**config.mk**
```make
export PLATFORM = sky130hd
export DESIGN_NAME = crf_response_framer
export DESIGN_NICKNAME = d
export VERILOG_FILES = /design/src/logic/crf_response_framer.v
export VERILOG_INCLUDE_DIRS = /design/src /design/src/logic
export SDC_FILE = /design/constraint.sdc
export NUM_CORES = 2
export LEC_CHECK = 0
export BUFFER_PORTS_ARGS = -buffer_cell sky130_fd_sc_hd__clkbuf_2
export CORE_MARGIN = 2
export CORE_UTILIZATION = 55
export CTS_CLUSTER_DIAMETER = 60
export DETAILED_ROUTE_END_ITERATION = 16
export GPL_TIMING_DRIVEN = 0
export HOLD_SLACK_MARGIN = 0.02
export PLACE_DENSITY_LB_ADDON = 0.25
export SLEW_MARGIN = 10
export SYNTH_ARGS = -nofsm -noshare
export SYNTH_HDL_FRONTEND = slang
export SYNTH_SLANG_ARGS = --single-unit
export TNS_END_PERCENT = 5
```
**constraint.sdc**
```tcl
create_clock -name ref_clk -period 17.4 [get_ports ref_clk]
set_input_delay 5.22 -clock ref_clk [delete_from_list [all_inputs] [get_ports ref_clk]]
set_output_delay 5.22 -clock ref_clk [all_outputs]
set_load 0.005 [all_outputs]
```
**src/logic/crf_map.vh**
```
`ifndef CRF_MAP_VH
`define CRF_MAP_VH
// register indices (byte address = index * 4 not used: plain port, word index)
`define CRF_REG_CTRL      4'h0
`define CRF_REG_STATUS    4'h1
`define CRF_REG_ARG       4'h2
`define CRF_REG_CARDSTAT  4'h3
`define CRF_REG_TASKSTAT  4'h4
`define CRF_REG_OCR       4'h5
`define CRF_REG_RCA       4'h6
`define CRF_REG_IFCOND    4'h7
`define CRF_REG_LONG0     4'h8
`define CRF_REG_LONG3     4'hb
`define CRF_REG_EXTIDX    4'hc
`define CRF_REG_EXTDATA   4'hd
// response kinds in the control register
`define CRF_KIND_NORMAL   3'h0
`define CRF_KIND_BUSY     3'h1
`define CRF_KIND_LONG     3'h2
`define CRF_KIND_OCR      3'h3
`define CRF_KIND_RCA      3'h4
`define CRF_KIND_IFCOND   3'h5
// control register fields
`define CRF_CTRL_GO       0
`define CRF_CTRL_KIND_LSB 1
`define CRF_CTRL_KIND_MSB 3
`define CRF_CTRL_IDX_LSB  8
`define CRF_CTRL_IDX_MSB  13
`define CRF_CTRL_BUSYREL  16
// frame layout
`define CRF_SHORT_BITS    8'd48
`define CRF_LONG_BITS     8'd136
`define CRF_CRC_FROM      8'd40
`define CRF_ONES6         6'h3f
`define CRF_ONES7         7'h7f
`define CRF_IDX_RCA       6'h03
`define CRF_IDX_IFCOND    6'h08
`define CRF_IDX_STATREQ   6'h0d
`define CRF_ARG_TASKSEL   15
`define CRF_VOLT_HIGH     4'h1
`define CRF_STAT_USED     32'hfff9_ffff
`define CRF_EXT_WORDS     16
`endif

```
**src/logic/crf_response_framer.v**
```verilog
`timescale 1ns/10ps
`include "crf_map.vh"
// Overview of operation
// responses shift out on the command line, most significant bit first
// every frame opens with start bit 0 then direction bit 0
// crc7 covers all short frames except operating-conditions, which sends ones; long frames send content bits 7 to 1 unchanged, no crc computed
// last bit of every frame is end bit 1
// normal frame 48 bits, command index in bits 45 to 40
// normal frame: status in 39 to 8, crc7 in 7 to 1
// card may hold data line busy after each written block
// busy variant is normal format, busy on data line optional
// long frame 136 bits, bits 133 to 128 all ones
// long frame sends register bits 127 to 1, end bit replaces bit 0
// operating-conditions frame: index ones, register in 39 to 8, crc ones
// address frame index 000011, address high, selected status bits low
// interface frame index 001000, 39 to 22 zero, voltage and echo
// bit 21 low-rail support, bit 20 pcie acceptance, one means yes
// voltage field 0001 means 2.7 to 3.6 volt range
// interface frame only sent when the supply voltage is accepted
// status request bit 15 picks task status, otherwise card status
// a 512-bit extended status field is kept
// unused reserved card status bits go out as zero
// crc7 polynomial x7+x3+1, zero start, over frame bits 47 to 8
module crf_response_framer #(
  parameter EXT_WORDS = `CRF_EXT_WORDS          // extended status words of 32 bits
) (
  input  wire        ref_clk,                   // 125 MHz clock
  input  wire        reset,                     // synchronous, active high
  input  wire        clk_en,                    // freezes all state while low
  input  wire [3:0]  reg_addr,                  // register word index
  input  wire [31:0] reg_wdata,                 // write data
  input  wire        reg_wr,                    // write strobe
  input  wire        reg_rd,                    // read strobe
  output reg  [31:0] reg_rdata,                 // read data, cycle after strobe
  input  wire        block_done_pin,            // pulse-like pin: data block received
  input  wire        card_busy_pin,             // pin: card internals busy
  output reg         cmd_out,                   // command line data
  output reg         cmd_oe_n,                  // command line enable, low drives
  output reg         dat0_out,                  // data line 0 data
  output reg         dat0_oe_n                  // data line 0 enable, low drives
);

  localparam ST_IDLE  = 2'h0;
  localparam ST_SHIFT = 2'h1;

  // register word map, as software sees it
  //   0 control: bit 0 go, 3:1 kind, 13:8 command index, 16 release busy
  //   1 status: 0 shifting, 1 done, 2 skipped, 3 busy held, 11:4 bits left
  //   2 argument of the command being answered
  //   3 card status, reserved bits masked on the way out
  //   4 queued task status
  //   5 operating-conditions word
  //   6 published relative address, low half
  //   7 interface condition: 7 low rail, 6 pcie, 3:0 host voltage
  //   8 to 11 long content, word 8 holds bits 31:0
  //   12 extended status word index
  //   13 extended status word data
  //   other indices read as zero and ignore writes
  //
  // response kinds written to control bits 3:1
  //   0 normal, 1 normal with busy, 2 long, 3 operating conditions,
  //   4 published address, 5 interface condition; 6 and 7 act as normal
  //
  // frame timing, counted in clock edges from the go write
  //   edge 0: go taken, shift register loaded, state moves to shifting
  //   edge 1: line enabled, start bit on the line
  //   edge 2: direction bit on the line
  //   edges 3 to 8: command index or reserved ones
  //   edge 48 (short) or 136 (long): end bit on the line
  //   one edge later the line is released; the done flag already stands from the end-bit edge
  //
  // the short frame sits in the low 48 bits of the shift register and is
  // taken from bit 47; the long frame uses all 136 bits and bit 135.
  // crc7 runs over the first 40 bits while they go out, so it is ready
  // exactly when its slot comes up and needs no second pass.
  // the crc slot is refilled from the running crc as the slot opens:
  // its top bit goes straight to the line, the other six and the end bit
  // are written into the shift positions that feed the line next.
  //
  // a long frame carries its content's own crc unchanged, and the
  // operating-conditions frame keeps its ones, so neither is refilled.
  //
  // busy on data line 0 is driven low while held; the line's pull-up
  // gives the idle level, so the pin is never driven high.
  // busy is held from a received block or a busy-variant frame until
  // software releases it; a block edge in the same cycle as the release
  // keeps busy, since losing a busy period would corrupt the next block.
  // while the last frame was the busy variant, the card-busy pin also
  // holds the data line low without software involvement.
  //
  // a go written while shifting is ignored: the frame on the line is
  // never cut, and software polls status bit 0 before the next go.
  // an interface frame whose host voltage is not accepted sends nothing
  // and sets the skipped flag instead.
  //
  // the status-request index with argument bit 15 set selects the queued
  // task status; the choice uses the index being written with go, not the
  // one of the frame before.
  //
  // both pins pass two flip-flops before any logic reads them.
  // the block-done pin is edge detected after the synchroniser, and the
  // detector starts from the pin's idle level so reset makes no edge.
  //
  // clk_en low freezes every register, including the synchronisers.

  reg [1:0]   state;
  reg [2:0]   kind;
  reg [5:0]   cmd_idx;
  reg [31:0]  arg;
  reg [31:0]  card_stat;
  reg [31:0]  task_stat;
  reg [31:0]  ocr;
  reg [15:0]  rca;
  reg [7:0]   ifcond;         // [7]=low rail [6]=pcie [3:0] host voltage
  reg [127:0] long_reg;
  reg [31:0]  ext_stat [0:EXT_WORDS-1];
  reg [3:0]   ext_idx;
  reg [135:0] shreg;
  reg [7:0]   bits_left;
  reg [6:0]   crc;
  reg         busy_hold;
  reg         skipped;
  reg         done_flag;
  reg [1:0]   blk_sync;
  reg [1:0]   bsy_sync;
  reg         blk_last;

  // one step of the crc7 shift register
  function [6:0] crc7_step;
    input [6:0] c;
    input       b;
    reg         fb;
    begin
      fb = c[6] ^ b;
      crc7_step = {c[5:3], c[2] ^ fb, c[1:0], fb};
    end
  endfunction

  // keep only the defined card status bits
  function [31:0] clean_stat;
    input [31:0] s;
    begin
      clean_stat = s & `CRF_STAT_USED;
    end
  endfunction

  wire [31:0] stat_word;
  wire        volt_ok;
  wire [31:0] rca_arg;
  wire [31:0] if_arg;
  wire [2:0]  wkind;
  wire        blk_rise;


  // decided from the index that comes with go; cmd_idx still holds the last one
  assign stat_word = (reg_wdata[`CRF_CTRL_IDX_MSB:`CRF_CTRL_IDX_LSB] == `CRF_IDX_STATREQ &&
                      arg[`CRF_ARG_TASKSEL]) ?
                     task_stat : clean_stat(card_stat);
  assign volt_ok   = (ifcond[3:0] == `CRF_VOLT_HIGH);
  assign rca_arg   = {rca, card_stat[23], card_stat[22], card_stat[19], card_stat[12:0]};
  assign if_arg    = {18'h00000, ifcond[7], ifcond[6], ifcond[3:0], arg[7:0]};
  assign wkind     = reg_wdata[`CRF_CTRL_KIND_MSB:`CRF_CTRL_KIND_LSB];
  assign blk_rise  = blk_sync[1] & ~blk_last;

  always @(posedge ref_clk) begin
    if (reset) begin
      blk_sync <= 2'h0;
      bsy_sync <= 2'h0;
      blk_last <= 1'b0;
    end else if (clk_en) begin
      blk_sync <= {blk_sync[0], block_done_pin};
      bsy_sync <= {bsy_sync[0], card_busy_pin};
      blk_last <= blk_sync[1];
    end
  end

  always @(posedge ref_clk) begin
    if (reset) begin
      state     <= ST_IDLE;
      kind      <= `CRF_KIND_NORMAL;
      cmd_idx   <= 6'h00;
      arg       <= 32'h0000_0000;
      card_stat <= 32'h0000_0000;
      task_stat <= 32'h0000_0000;
      ocr       <= 32'h0000_0000;
      rca       <= 16'h0000;
      ifcond    <= 8'h00;
      long_reg  <= 128'h0;
      ext_idx   <= 4'h0;
      shreg     <= 136'h0;
      bits_left <= 8'h00;
      crc       <= 7'h00;
      busy_hold <= 1'b0;
      skipped   <= 1'b0;
      done_flag <= 1'b0;
      reg_rdata <= 32'h0000_0000;
      cmd_out   <= 1'b1;
      cmd_oe_n  <= 1'b1;
      dat0_out  <= 1'b1;
      dat0_oe_n <= 1'b1;
    end else if (clk_en) begin
      // busy on data line: held after a received block or a busy-variant frame
      if (blk_rise) begin
        busy_hold <= 1'b1;
      end else if (reg_wr && reg_addr == `CRF_REG_CTRL && reg_wdata[`CRF_CTRL_BUSYREL]) begin
        busy_hold <= 1'b0;
      end
      dat0_oe_n <= ~(busy_hold | (bsy_sync[1] & kind == `CRF_KIND_BUSY));
      dat0_out  <= 1'b0;

      if (reg_wr) begin
        case (reg_addr)
          `CRF_REG_ARG:      arg       <= reg_wdata;
          `CRF_REG_CARDSTAT: card_stat <= reg_wdata;
          `CRF_REG_TASKSTAT: task_stat <= reg_wdata;
          `CRF_REG_OCR:      ocr       <= reg_wdata;
          `CRF_REG_RCA:      rca       <= reg_wdata[15:0];
          `CRF_REG_IFCOND:   ifcond    <= reg_wdata[7:0];
          `CRF_REG_EXTIDX:   ext_idx   <= reg_wdata[3:0];
          `CRF_REG_EXTDATA:  ext_stat[ext_idx] <= reg_wdata;
          default: begin
            if (reg_addr >= `CRF_REG_LONG0 && reg_addr <= `CRF_REG_LONG3) begin
              long_reg[(reg_addr - `CRF_REG_LONG0) * 32 +: 32] <= reg_wdata;
            end
          end
        endcase
      end

      // status bit 1 set by hardware wins over clear by control write
      if (state == ST_SHIFT && bits_left == 8'd1) begin
        done_flag <= 1'b1;
      end else if (reg_wr && reg_addr == `CRF_REG_CTRL) begin
        done_flag <= 1'b0;
      end

      case (state)
        ST_IDLE: begin
          cmd_oe_n <= 1'b1;
          cmd_out  <= 1'b1;
          if (reg_wr && reg_addr == `CRF_REG_CTRL && reg_wdata[`CRF_CTRL_GO]) begin
            kind    <= wkind;
            cmd_idx <= reg_wdata[`CRF_CTRL_IDX_MSB:`CRF_CTRL_IDX_LSB];
            crc     <= 7'h00;
            skipped <= 1'b0;
            case (wkind)
              `CRF_KIND_LONG: begin
                shreg     <= {2'b00, `CRF_ONES6, long_reg[127:1], 1'b1};
                bits_left <= `CRF_LONG_BITS;
                state     <= ST_SHIFT;
              end
              `CRF_KIND_OCR: begin
                shreg     <= {88'h0, 2'b00, `CRF_ONES6, ocr, `CRF_ONES7, 1'b1};
                bits_left <= `CRF_SHORT_BITS;
                state     <= ST_SHIFT;
              end
              `CRF_KIND_RCA: begin
                shreg     <= {88'h0, 2'b00, `CRF_IDX_RCA, rca_arg, 8'h01};
                bits_left <= `CRF_SHORT_BITS;
                state     <= ST_SHIFT;
              end
              `CRF_KIND_IFCOND: begin
                if (volt_ok) begin
                  shreg     <= {88'h0, 2'b00, `CRF_IDX_IFCOND, if_arg, 8'h01};
                  bits_left <= `CRF_SHORT_BITS;
                  state     <= ST_SHIFT;
                end else begin
                  skipped <= 1'b1;
                end
              end
              `CRF_KIND_BUSY: begin
                // same layout as normal; busy starts with the frame
                busy_hold <= 1'b1;
                shreg     <= {88'h0, 2'b00, reg_wdata[`CRF_CTRL_IDX_MSB:`CRF_CTRL_IDX_LSB],
                              stat_word, 8'h01};
                bits_left <= `CRF_SHORT_BITS;
                state     <= ST_SHIFT;
              end
              default: begin

                shreg     <= {88'h0, 2'b00, reg_wdata[`CRF_CTRL_IDX_MSB:`CRF_CTRL_IDX_LSB],
                              stat_word, 8'h01};
                bits_left <= `CRF_SHORT_BITS;
                state     <= ST_SHIFT;
              end
            endcase
          end
        end
        ST_SHIFT: begin
          cmd_oe_n  <= 1'b0;
          bits_left <= bits_left - 8'd1;
          // the frame's top bit sits at the width's top position
          if (bits_left == 8'd8 && kind != `CRF_KIND_OCR && kind != `CRF_KIND_LONG) begin
            cmd_out <= crc[6];
            shreg   <= {shreg[134:0], 1'b0};
            shreg[47:41] <= {crc[5:0], 1'b1};
          end else if (bits_left == 8'd8 && kind == `CRF_KIND_OCR) begin
            cmd_out <= shreg[47];
            shreg   <= {shreg[134:0], 1'b0};
          end else begin
            cmd_out <= (kind == `CRF_KIND_LONG) ? shreg[135] : shreg[47];
            shreg   <= {shreg[134:0], 1'b0};
          end
          if (bits_left > `CRF_SHORT_BITS - `CRF_CRC_FROM && kind != `CRF_KIND_LONG) begin
            crc <= crc7_step(crc, shreg[47]);
          end
          if (bits_left == 8'd1) begin
            state <= ST_IDLE;
          end
        end
        default: state <= ST_IDLE;
      endcase

      if (reg_rd) begin
        case (reg_addr)
          `CRF_REG_CTRL:     reg_rdata <= {16'h0, 2'h0, cmd_idx, 4'h0, kind, 1'b0};
          `CRF_REG_STATUS:   reg_rdata <= {20'h0, bits_left, busy_hold, skipped, done_flag,
                                           state == ST_SHIFT};
          `CRF_REG_ARG:      reg_rdata <= arg;
          `CRF_REG_CARDSTAT: reg_rdata <= clean_stat(card_stat);
          `CRF_REG_TASKSTAT: reg_rdata <= task_stat;
          `CRF_REG_OCR:      reg_rdata <= ocr;
          `CRF_REG_RCA:      reg_rdata <= {16'h0, rca};
          `CRF_REG_IFCOND:   reg_rdata <= {24'h0, ifcond};
          `CRF_REG_EXTIDX:   reg_rdata <= {28'h0, ext_idx};
          `CRF_REG_EXTDATA:  reg_rdata <= ext_stat[ext_idx];
          default: begin
            if (reg_addr >= `CRF_REG_LONG0 && reg_addr <= `CRF_REG_LONG3) begin
              reg_rdata <= long_reg[(reg_addr - `CRF_REG_LONG0) * 32 +: 32];
            end else begin
              reg_rdata <= 32'h0000_0000;
            end
          end
        endcase
      end
    end
  end
endmodule // crf_response_framer

```
-- Word level (Yosys, flattened, before mapping)
Memory sizes are Yosys's and may differ from the RTL's. A register that Yosys moved wholly into a read port is not among the register bits.
Cells that the tools add are included.
- bits in writable memories: 512
- memories kept: 1
- flip-flop bits (word level): 490
- multiplexer cells: 42
- $add $sub $neg: 3
- magnitude comparators: 3
- bitwise operators: 8
- shift operators: 3
- reductions and logical operators: 30
- equal/unequal tests: 28
- memories (memory ; depth ; width ; rd ports ; clocked after memory_dff ; wr ports ; line ; text):
    ext_stat ; 16 ; 32 ; 1 ; 1 ; 1 ; crf_response_framer.v:116 ; reg [31:0] ext_stat [0:EXT_WORDS-1];
- operator list (kind ; number):
    136-bit one-hot mux with 4 select lines ; 1
    32-bit one-hot mux with 10 select lines ; 1
    136-bit 2-to-1 mux ; 2
    136-bit one-hot mux with 2 select lines ; 1
    128-bit bitwise mux ; 1
    32-bit by 34-bit variable shift with 128-bit output, first input constant ; 1
    128-bit by 33-bit variable part select with 32-bit output ; 1
    32-bit by 34-bit variable part select with 128-bit output ; 1
    32-bit 2-to-1 mux ; 2
    48-bit 2-to-1 mux ; 1
    32-bit negator with 34-bit output ; 1
    8-bit one-hot mux with 2 select lines ; 2
    3-bit AND reduction ; 8
    1-bit 2-to-1 mux ; 17
    4-bit by 3-bit == test with 1-bit output, second input constant ; 4
    8-bit 2-to-1 mux ; 2
    4-bit AND reduction ; 4
    7-bit 2-to-1 mux ; 2
    7-bit one-hot mux with 2 select lines ; 1
    3-bit by 2-bit == test with 1-bit output, second input constant ; 4
    1-bit logical AND ; 10
    4-bit by 1-bit == test with 1-bit output, second input constant ; 2
    4-bit by 2-bit == test with 1-bit output, second input constant ; 2
    4-bit == test, second input constant ; 2
    27 further kinds ; 44

-- Longest topological paths before layout
- depth in word-level cells: 8
- gate-level depth with buffers: 16
- mapped depth without buffers: 10

-- Least setup slack after synthesis
Ideal clock, no wire load.
- path type: input-to-reg
- start: input port reg_addr[1]
- end: memory ext_stat[0][0], enable pin
- library setup time: 0.461 ns
- data required time: 16.939 ns
- stages: 10
- path buffers: 4
- data arrival time: 9.506 ns
- setup slack: 7.433 ns
- cell sequence: clkbuf_1 clkbuf_1 clkbuf_1 inv_1 ha_1 clkbuf_1 nand3_1 nor3_1 or3b_1 nor3_1
- word-level cells in the longest chain between the ends: 6
- ends and longest elaborated chain (item ; line ; text):
    start, declared ; crf_response_framer.v:30 ; input wire [3:0] reg_addr,
    4-bit == test ; crf_response_framer.v:212 ; case (reg_addr)
    1-bit 2-to-1 mux ; crf_response_framer.v:212 ;
    1-bit 2-to-1 mux ; crf_response_framer.v:211 ; if (reg_wr) begin
    1-bit 2-to-1 mux ; crf_response_framer.v:201 ; end else if (clk_en) begin
    1-bit 2-to-1 mux ; crf_response_framer.v:178 ; if (reset) begin
    1-bit 2-to-1 mux (not written as such) ; crf_response_framer.v:220 ; `CRF_REG_EXTDATA: ext_stat[ext_idx] <= reg_wdata;
    end, declared ; crf_response_framer.v:116 ;
Every way passes these cells.

-- Worst setup path after layout
- start: input port reg_addr[1]
- end: register long_reg[12]
- word-level cells in the longest chain between the ends: 4
- elaborated cells between the ends (all ways): 19
- classes of those cells: add/sub: 2; order compare: 2; eq/ne: 8; shift: 2; mux: 1; bitwise: 1; reduce/logical: 3
- ends and longest elaborated chain (item ; line ; text):
    4-bit by 4-bit subtractor with 5-bit output (no line), or another cell as far along ; -- ;
    32-bit negator with 34-bit output / 8-bit OR reduction (equally long branches) ; -- ;
    32-bit by 34-bit variable part select with 128-bit output, or another cell as far along ; crf_response_framer.v:223 ; long_reg[(reg_addr - `CRF_REG_LONG0) * 32 +: 32] <= reg_wdata;
    128-bit bitwise mux / 4-bit AND reduction (equally long branches) ; -- ;
    end signal, assigned by index ; crf_response_framer.v:223 ;
    end, declared ; crf_response_framer.v:115 ; reg [127:0] long_reg;
Parallel ways exist; a longest one is shown, timed or not.
A chain may end at the register's enable or synchronous reset.

==> summary.md <==
| Metric | Value |
|---|---|
| # nets final | 3,853 |
| CP Data Required Time | about 18 ns |
| Ys Warns | 0 |
| DRT iter0 DRCs | approximately 5,500 |
| Slowest cell on the critical path | clkbuf_1 |
| Critical path class | in -> reg |
| Worst slew pin tran | ~1.3 ns |
| Num CTS Buffers | 100 |
| Crit start category | input port |
| Clock H-tree levels | 3 |
| Skew final | roughly 0.04 ns |
| Vias | ~33,000 |
| Via/cell ratio | 6.76 |
| Global route overflow | 0 |
| Vias in the first global route | about 31,000 |
| Syn nets | about 3,600 |
| Met2 Wirelength | 64.7 mm |
| Final WL | 150 mm |
| Gpl congestion | 1.03 |
| Fin Setup TNS | 0 ns |
| GRT Util Overall | between 30% and 40% |
| CTS root buffer | clkbuf_16 |
| Clock Latency Late Sink | 0.70 ns |
| Share of cells above drive strength 1 | 13.1% |
| First-pass GRT wire length | around 210 mm |
| Dpl ws | a little under 7 ns |
| Hold-fix buffers at CTS | 0 |
| Post-cts sizing count | 0 |
| Static leakage | ~15 nW |
| Register area share after synthesis | between 60% and 70% |
| Final setup violation count | 0 |
| Die W | between 200 and 300 µm |
| Hold Violations, Final | 0 |
| Largest net degree at the start of global routing | 24 |
| Netlist Area Pre-Place | roughly 42,000 µm² |
| Core box area | around 76,000 µm² |
| TritonCTS clock tree | yes |
| Clock Pin Slew Worst Setup and Hold Paths | 0.06 ns |
| Most used DFF post-synth | edfxtp_1 |
| Max-slew violations | 0 |
| WP data arrival | approximately 11 ns |
| Reg-to-reg slack, setup | 13.56 ns |
| Die span in y | between 200 and 300 µm |
| Final WS setup | between 7 and 8 ns |
| Crit end category | flip-flop |
| Cells after Synth | between 3,000 and 4,000 |
| Crit path max fanout | 10 |
| Worst Hold Class | reg -> reg |
| Distinct cells, synth | 75 |
| Top cell type's share of synthesized area | between 30% and 40% |
| Critical path cell sequence | clkbuf_2, clkbuf_1, clkbuf_1, clkbuf_1, inv_1, ha_1, clkbuf_1, clkbuf_1, nand2_1, ha_1, nor4b_1, nand4_1, a211oi_4, buf_6, mux2i_1, nor2_1 |
| Worst rel slew slack | 11.4% |
| List of most frequent post-synthesis cells | edfxtp_1 (512), dfxtp_1 (491), nand2_1 (432) |
| Met3 wire len | roughly 20 mm |
| Fillers | around 6,000 |
| I/O Buffers | 77 |
| ANT nets after route | 0 |
| #FFs+latches synth | between 1,000 and 1,500 |
| Syn_area_per_cell | around 12 µm² |
| Initial antenna violation count | 4 |
| MaxCap Viol Count | 0 |
| Power density over cell area | about 100 nW/µm² |
| Top cells by area, synth | edfxtp_1 (37%), dfxtp_1 (24%), mux4_2 (6.7%) |
| Cell taking the most area after synthesis | edfxtp_1 |
| Initial Utilization | a little under three fifths |
| Die area | approximately 78,000 µm² |
| Sinks on the clock net | approximately 1,000 |
| Rows | 101 |
| Post-CTS Setup Inserts | 0 |
| Largest register FFs | around 500 |
| Min Clock Period, post-route | ~10 ns |
| EDFF count, synth | slightly above 500 |
| Metal-1 WL | 57.9 mm |
| Placed wire-length estimate | ~110 mm |
| Uppermost layer routed | met5 |
| RSZ-0062 raised after global routing | false |
| Tcrit/Tclk final | 58.6% |
| CTS max path bufs | 3 |
| Crit path buffers/inverters | 8 |
| Avg WL per Cell | a little over 30 µm |
| Status | finished, final reports clean |
| Io pins | 79 |
| Most used cell, CP | clkbuf_1 |
| Family with the most delay on the worst path | buffers and inverters |
| Crit path largest cell delay | 0.86 ns |
| Area growth syn-to-layout | 13.5% |
| Most frequent cell after synthesis | edfxtp_1 |
| DRC violations left | 0 |
| First drt pass iteration count | 7 |
| Async SR Flop Fraction | 0% |
| Fmax | 0.0982 GHz |
| Worst vdd ir | 0.0954 mV |
[cell usage in the layout (no fill, tap or decap), types with 15 or more instances in the layout]
cell type | netlist | routed
o22ai_1 | 24 | 24
nor2_1 | 281 | 269
buf_2 | 28 | 28
a2111oi_0 | 17 | 16
o21ai_1 | 15 | 15
nor3_1 | 139 | 135
mux4_2 | 125 | 125
o21ai_0 | 86 | 86
mux2_2 | 47 | 47
nand3_1 | 108 | 108
a221oi_1 | 110 | 110
edfxtp_1 | 512 | 512
nand2b_1 | 39 | 39
clkinv_2 | 0 | 17
a21oi_1 | 308 | 308
a211oi_1 | 31 | 31
clkbuf_2 | 1 | 79
a31oi_1 | 17 | 17
nand2_1 | 432 | 432
clkbuf_1 | 280 | 303
a22oi_1 | 115 | 115
dfxtp_1 | 491 | 491
mux2i_1 | 158 | 158
buf_1 | 21 | 21
clkbuf_16 | 0 | 101
a221o_1 | 16 | 16
[per-stage QoR]
step	utilization [%]	total power (W)	cells	hold WS (ns)	area (µm²)
floorplan	-	0.00265	3586	0.427	41700
global placement	57.4	0.00276	4641	0.438	43400
detailed placement	58.2	0.00276	4674	0.447	44000
CTS	62.7	0.00493	4859	0.455	47300
global route	62.7	0.00504	4860	0.473	47400
finish	62.7	0.00495	4863	0.457	47400
[worst register-to-register path, delay by kind of cell, from the launching register on]
kind                   cells  cell delay (ns)
buffers and inverters      3             1.62
AO/OA/AOI/OAI              3             1.26
multiplexers               1             0.43
flip-flops                 1             0.30
AND/OR/NAND/NOR            1             0.06
[area by class of cell]
type | instances | area [µm²] | area share [%]
Antenna cell | 4 | 10.0 | 0.0211
Buffer | 337 | 1340 | 2.83
Clock buffer | 139 | 2810 | 5.94
Clock inverter | 46 | 578 | 1.22
Inverter | 14 | 52.6 | 0.111
Multi-Input combinational cell | 2232 | 15300 | 32.2
Sequential cell | 1003 | 25200 | 53.2
Tap cell | 978 | 1220 | 2.58
Timing Repair Buffer | 110 | 875 | 1.85
[report_power, final]
part	internal (W)	switching, W	leakage, nW	total [W]
logic	0.0000478	0.000174	4.73	0.000222
clock network	0.00127	0.000951	1.65	0.00222
registers	0.00249	0.0000107	8.56	0.00250
total	0.00381	0.00114	14.9	0.00495
[path summary, 6_finish.rpt]
check,end,cells after the start,from
worst max register to register,reg_rdata[21],8,flip-flop
worst min-delay path,arg[13],2,arg[13]
worst min register to register,arg[13],2,arg[13]
worst max-delay path,long_reg[12],16,reg_addr[1]
[cells by family after synthesis]
group                    share of synthesized area (%)
flip-flops                                        60.4
multiplexers                                      11.8
adder cells (fa/ha/maj)                          0.360
AND/OR/NAND/NOR                                   11.4
buffers and inverters                             3.33
XOR/XNOR                                         0.105
AO/OA/AOI/OAI                                     12.6
[routing by layer]
layer / vias to the layer above / global-route usage (%)
met3: 409 / 9.47
met4: 4 / 18.1
met2: 2407 / 55.7
met1: 16200 / 53.6
li1: 13900 / -
met5: - / 0
Power figures use the tool's default switching activity.
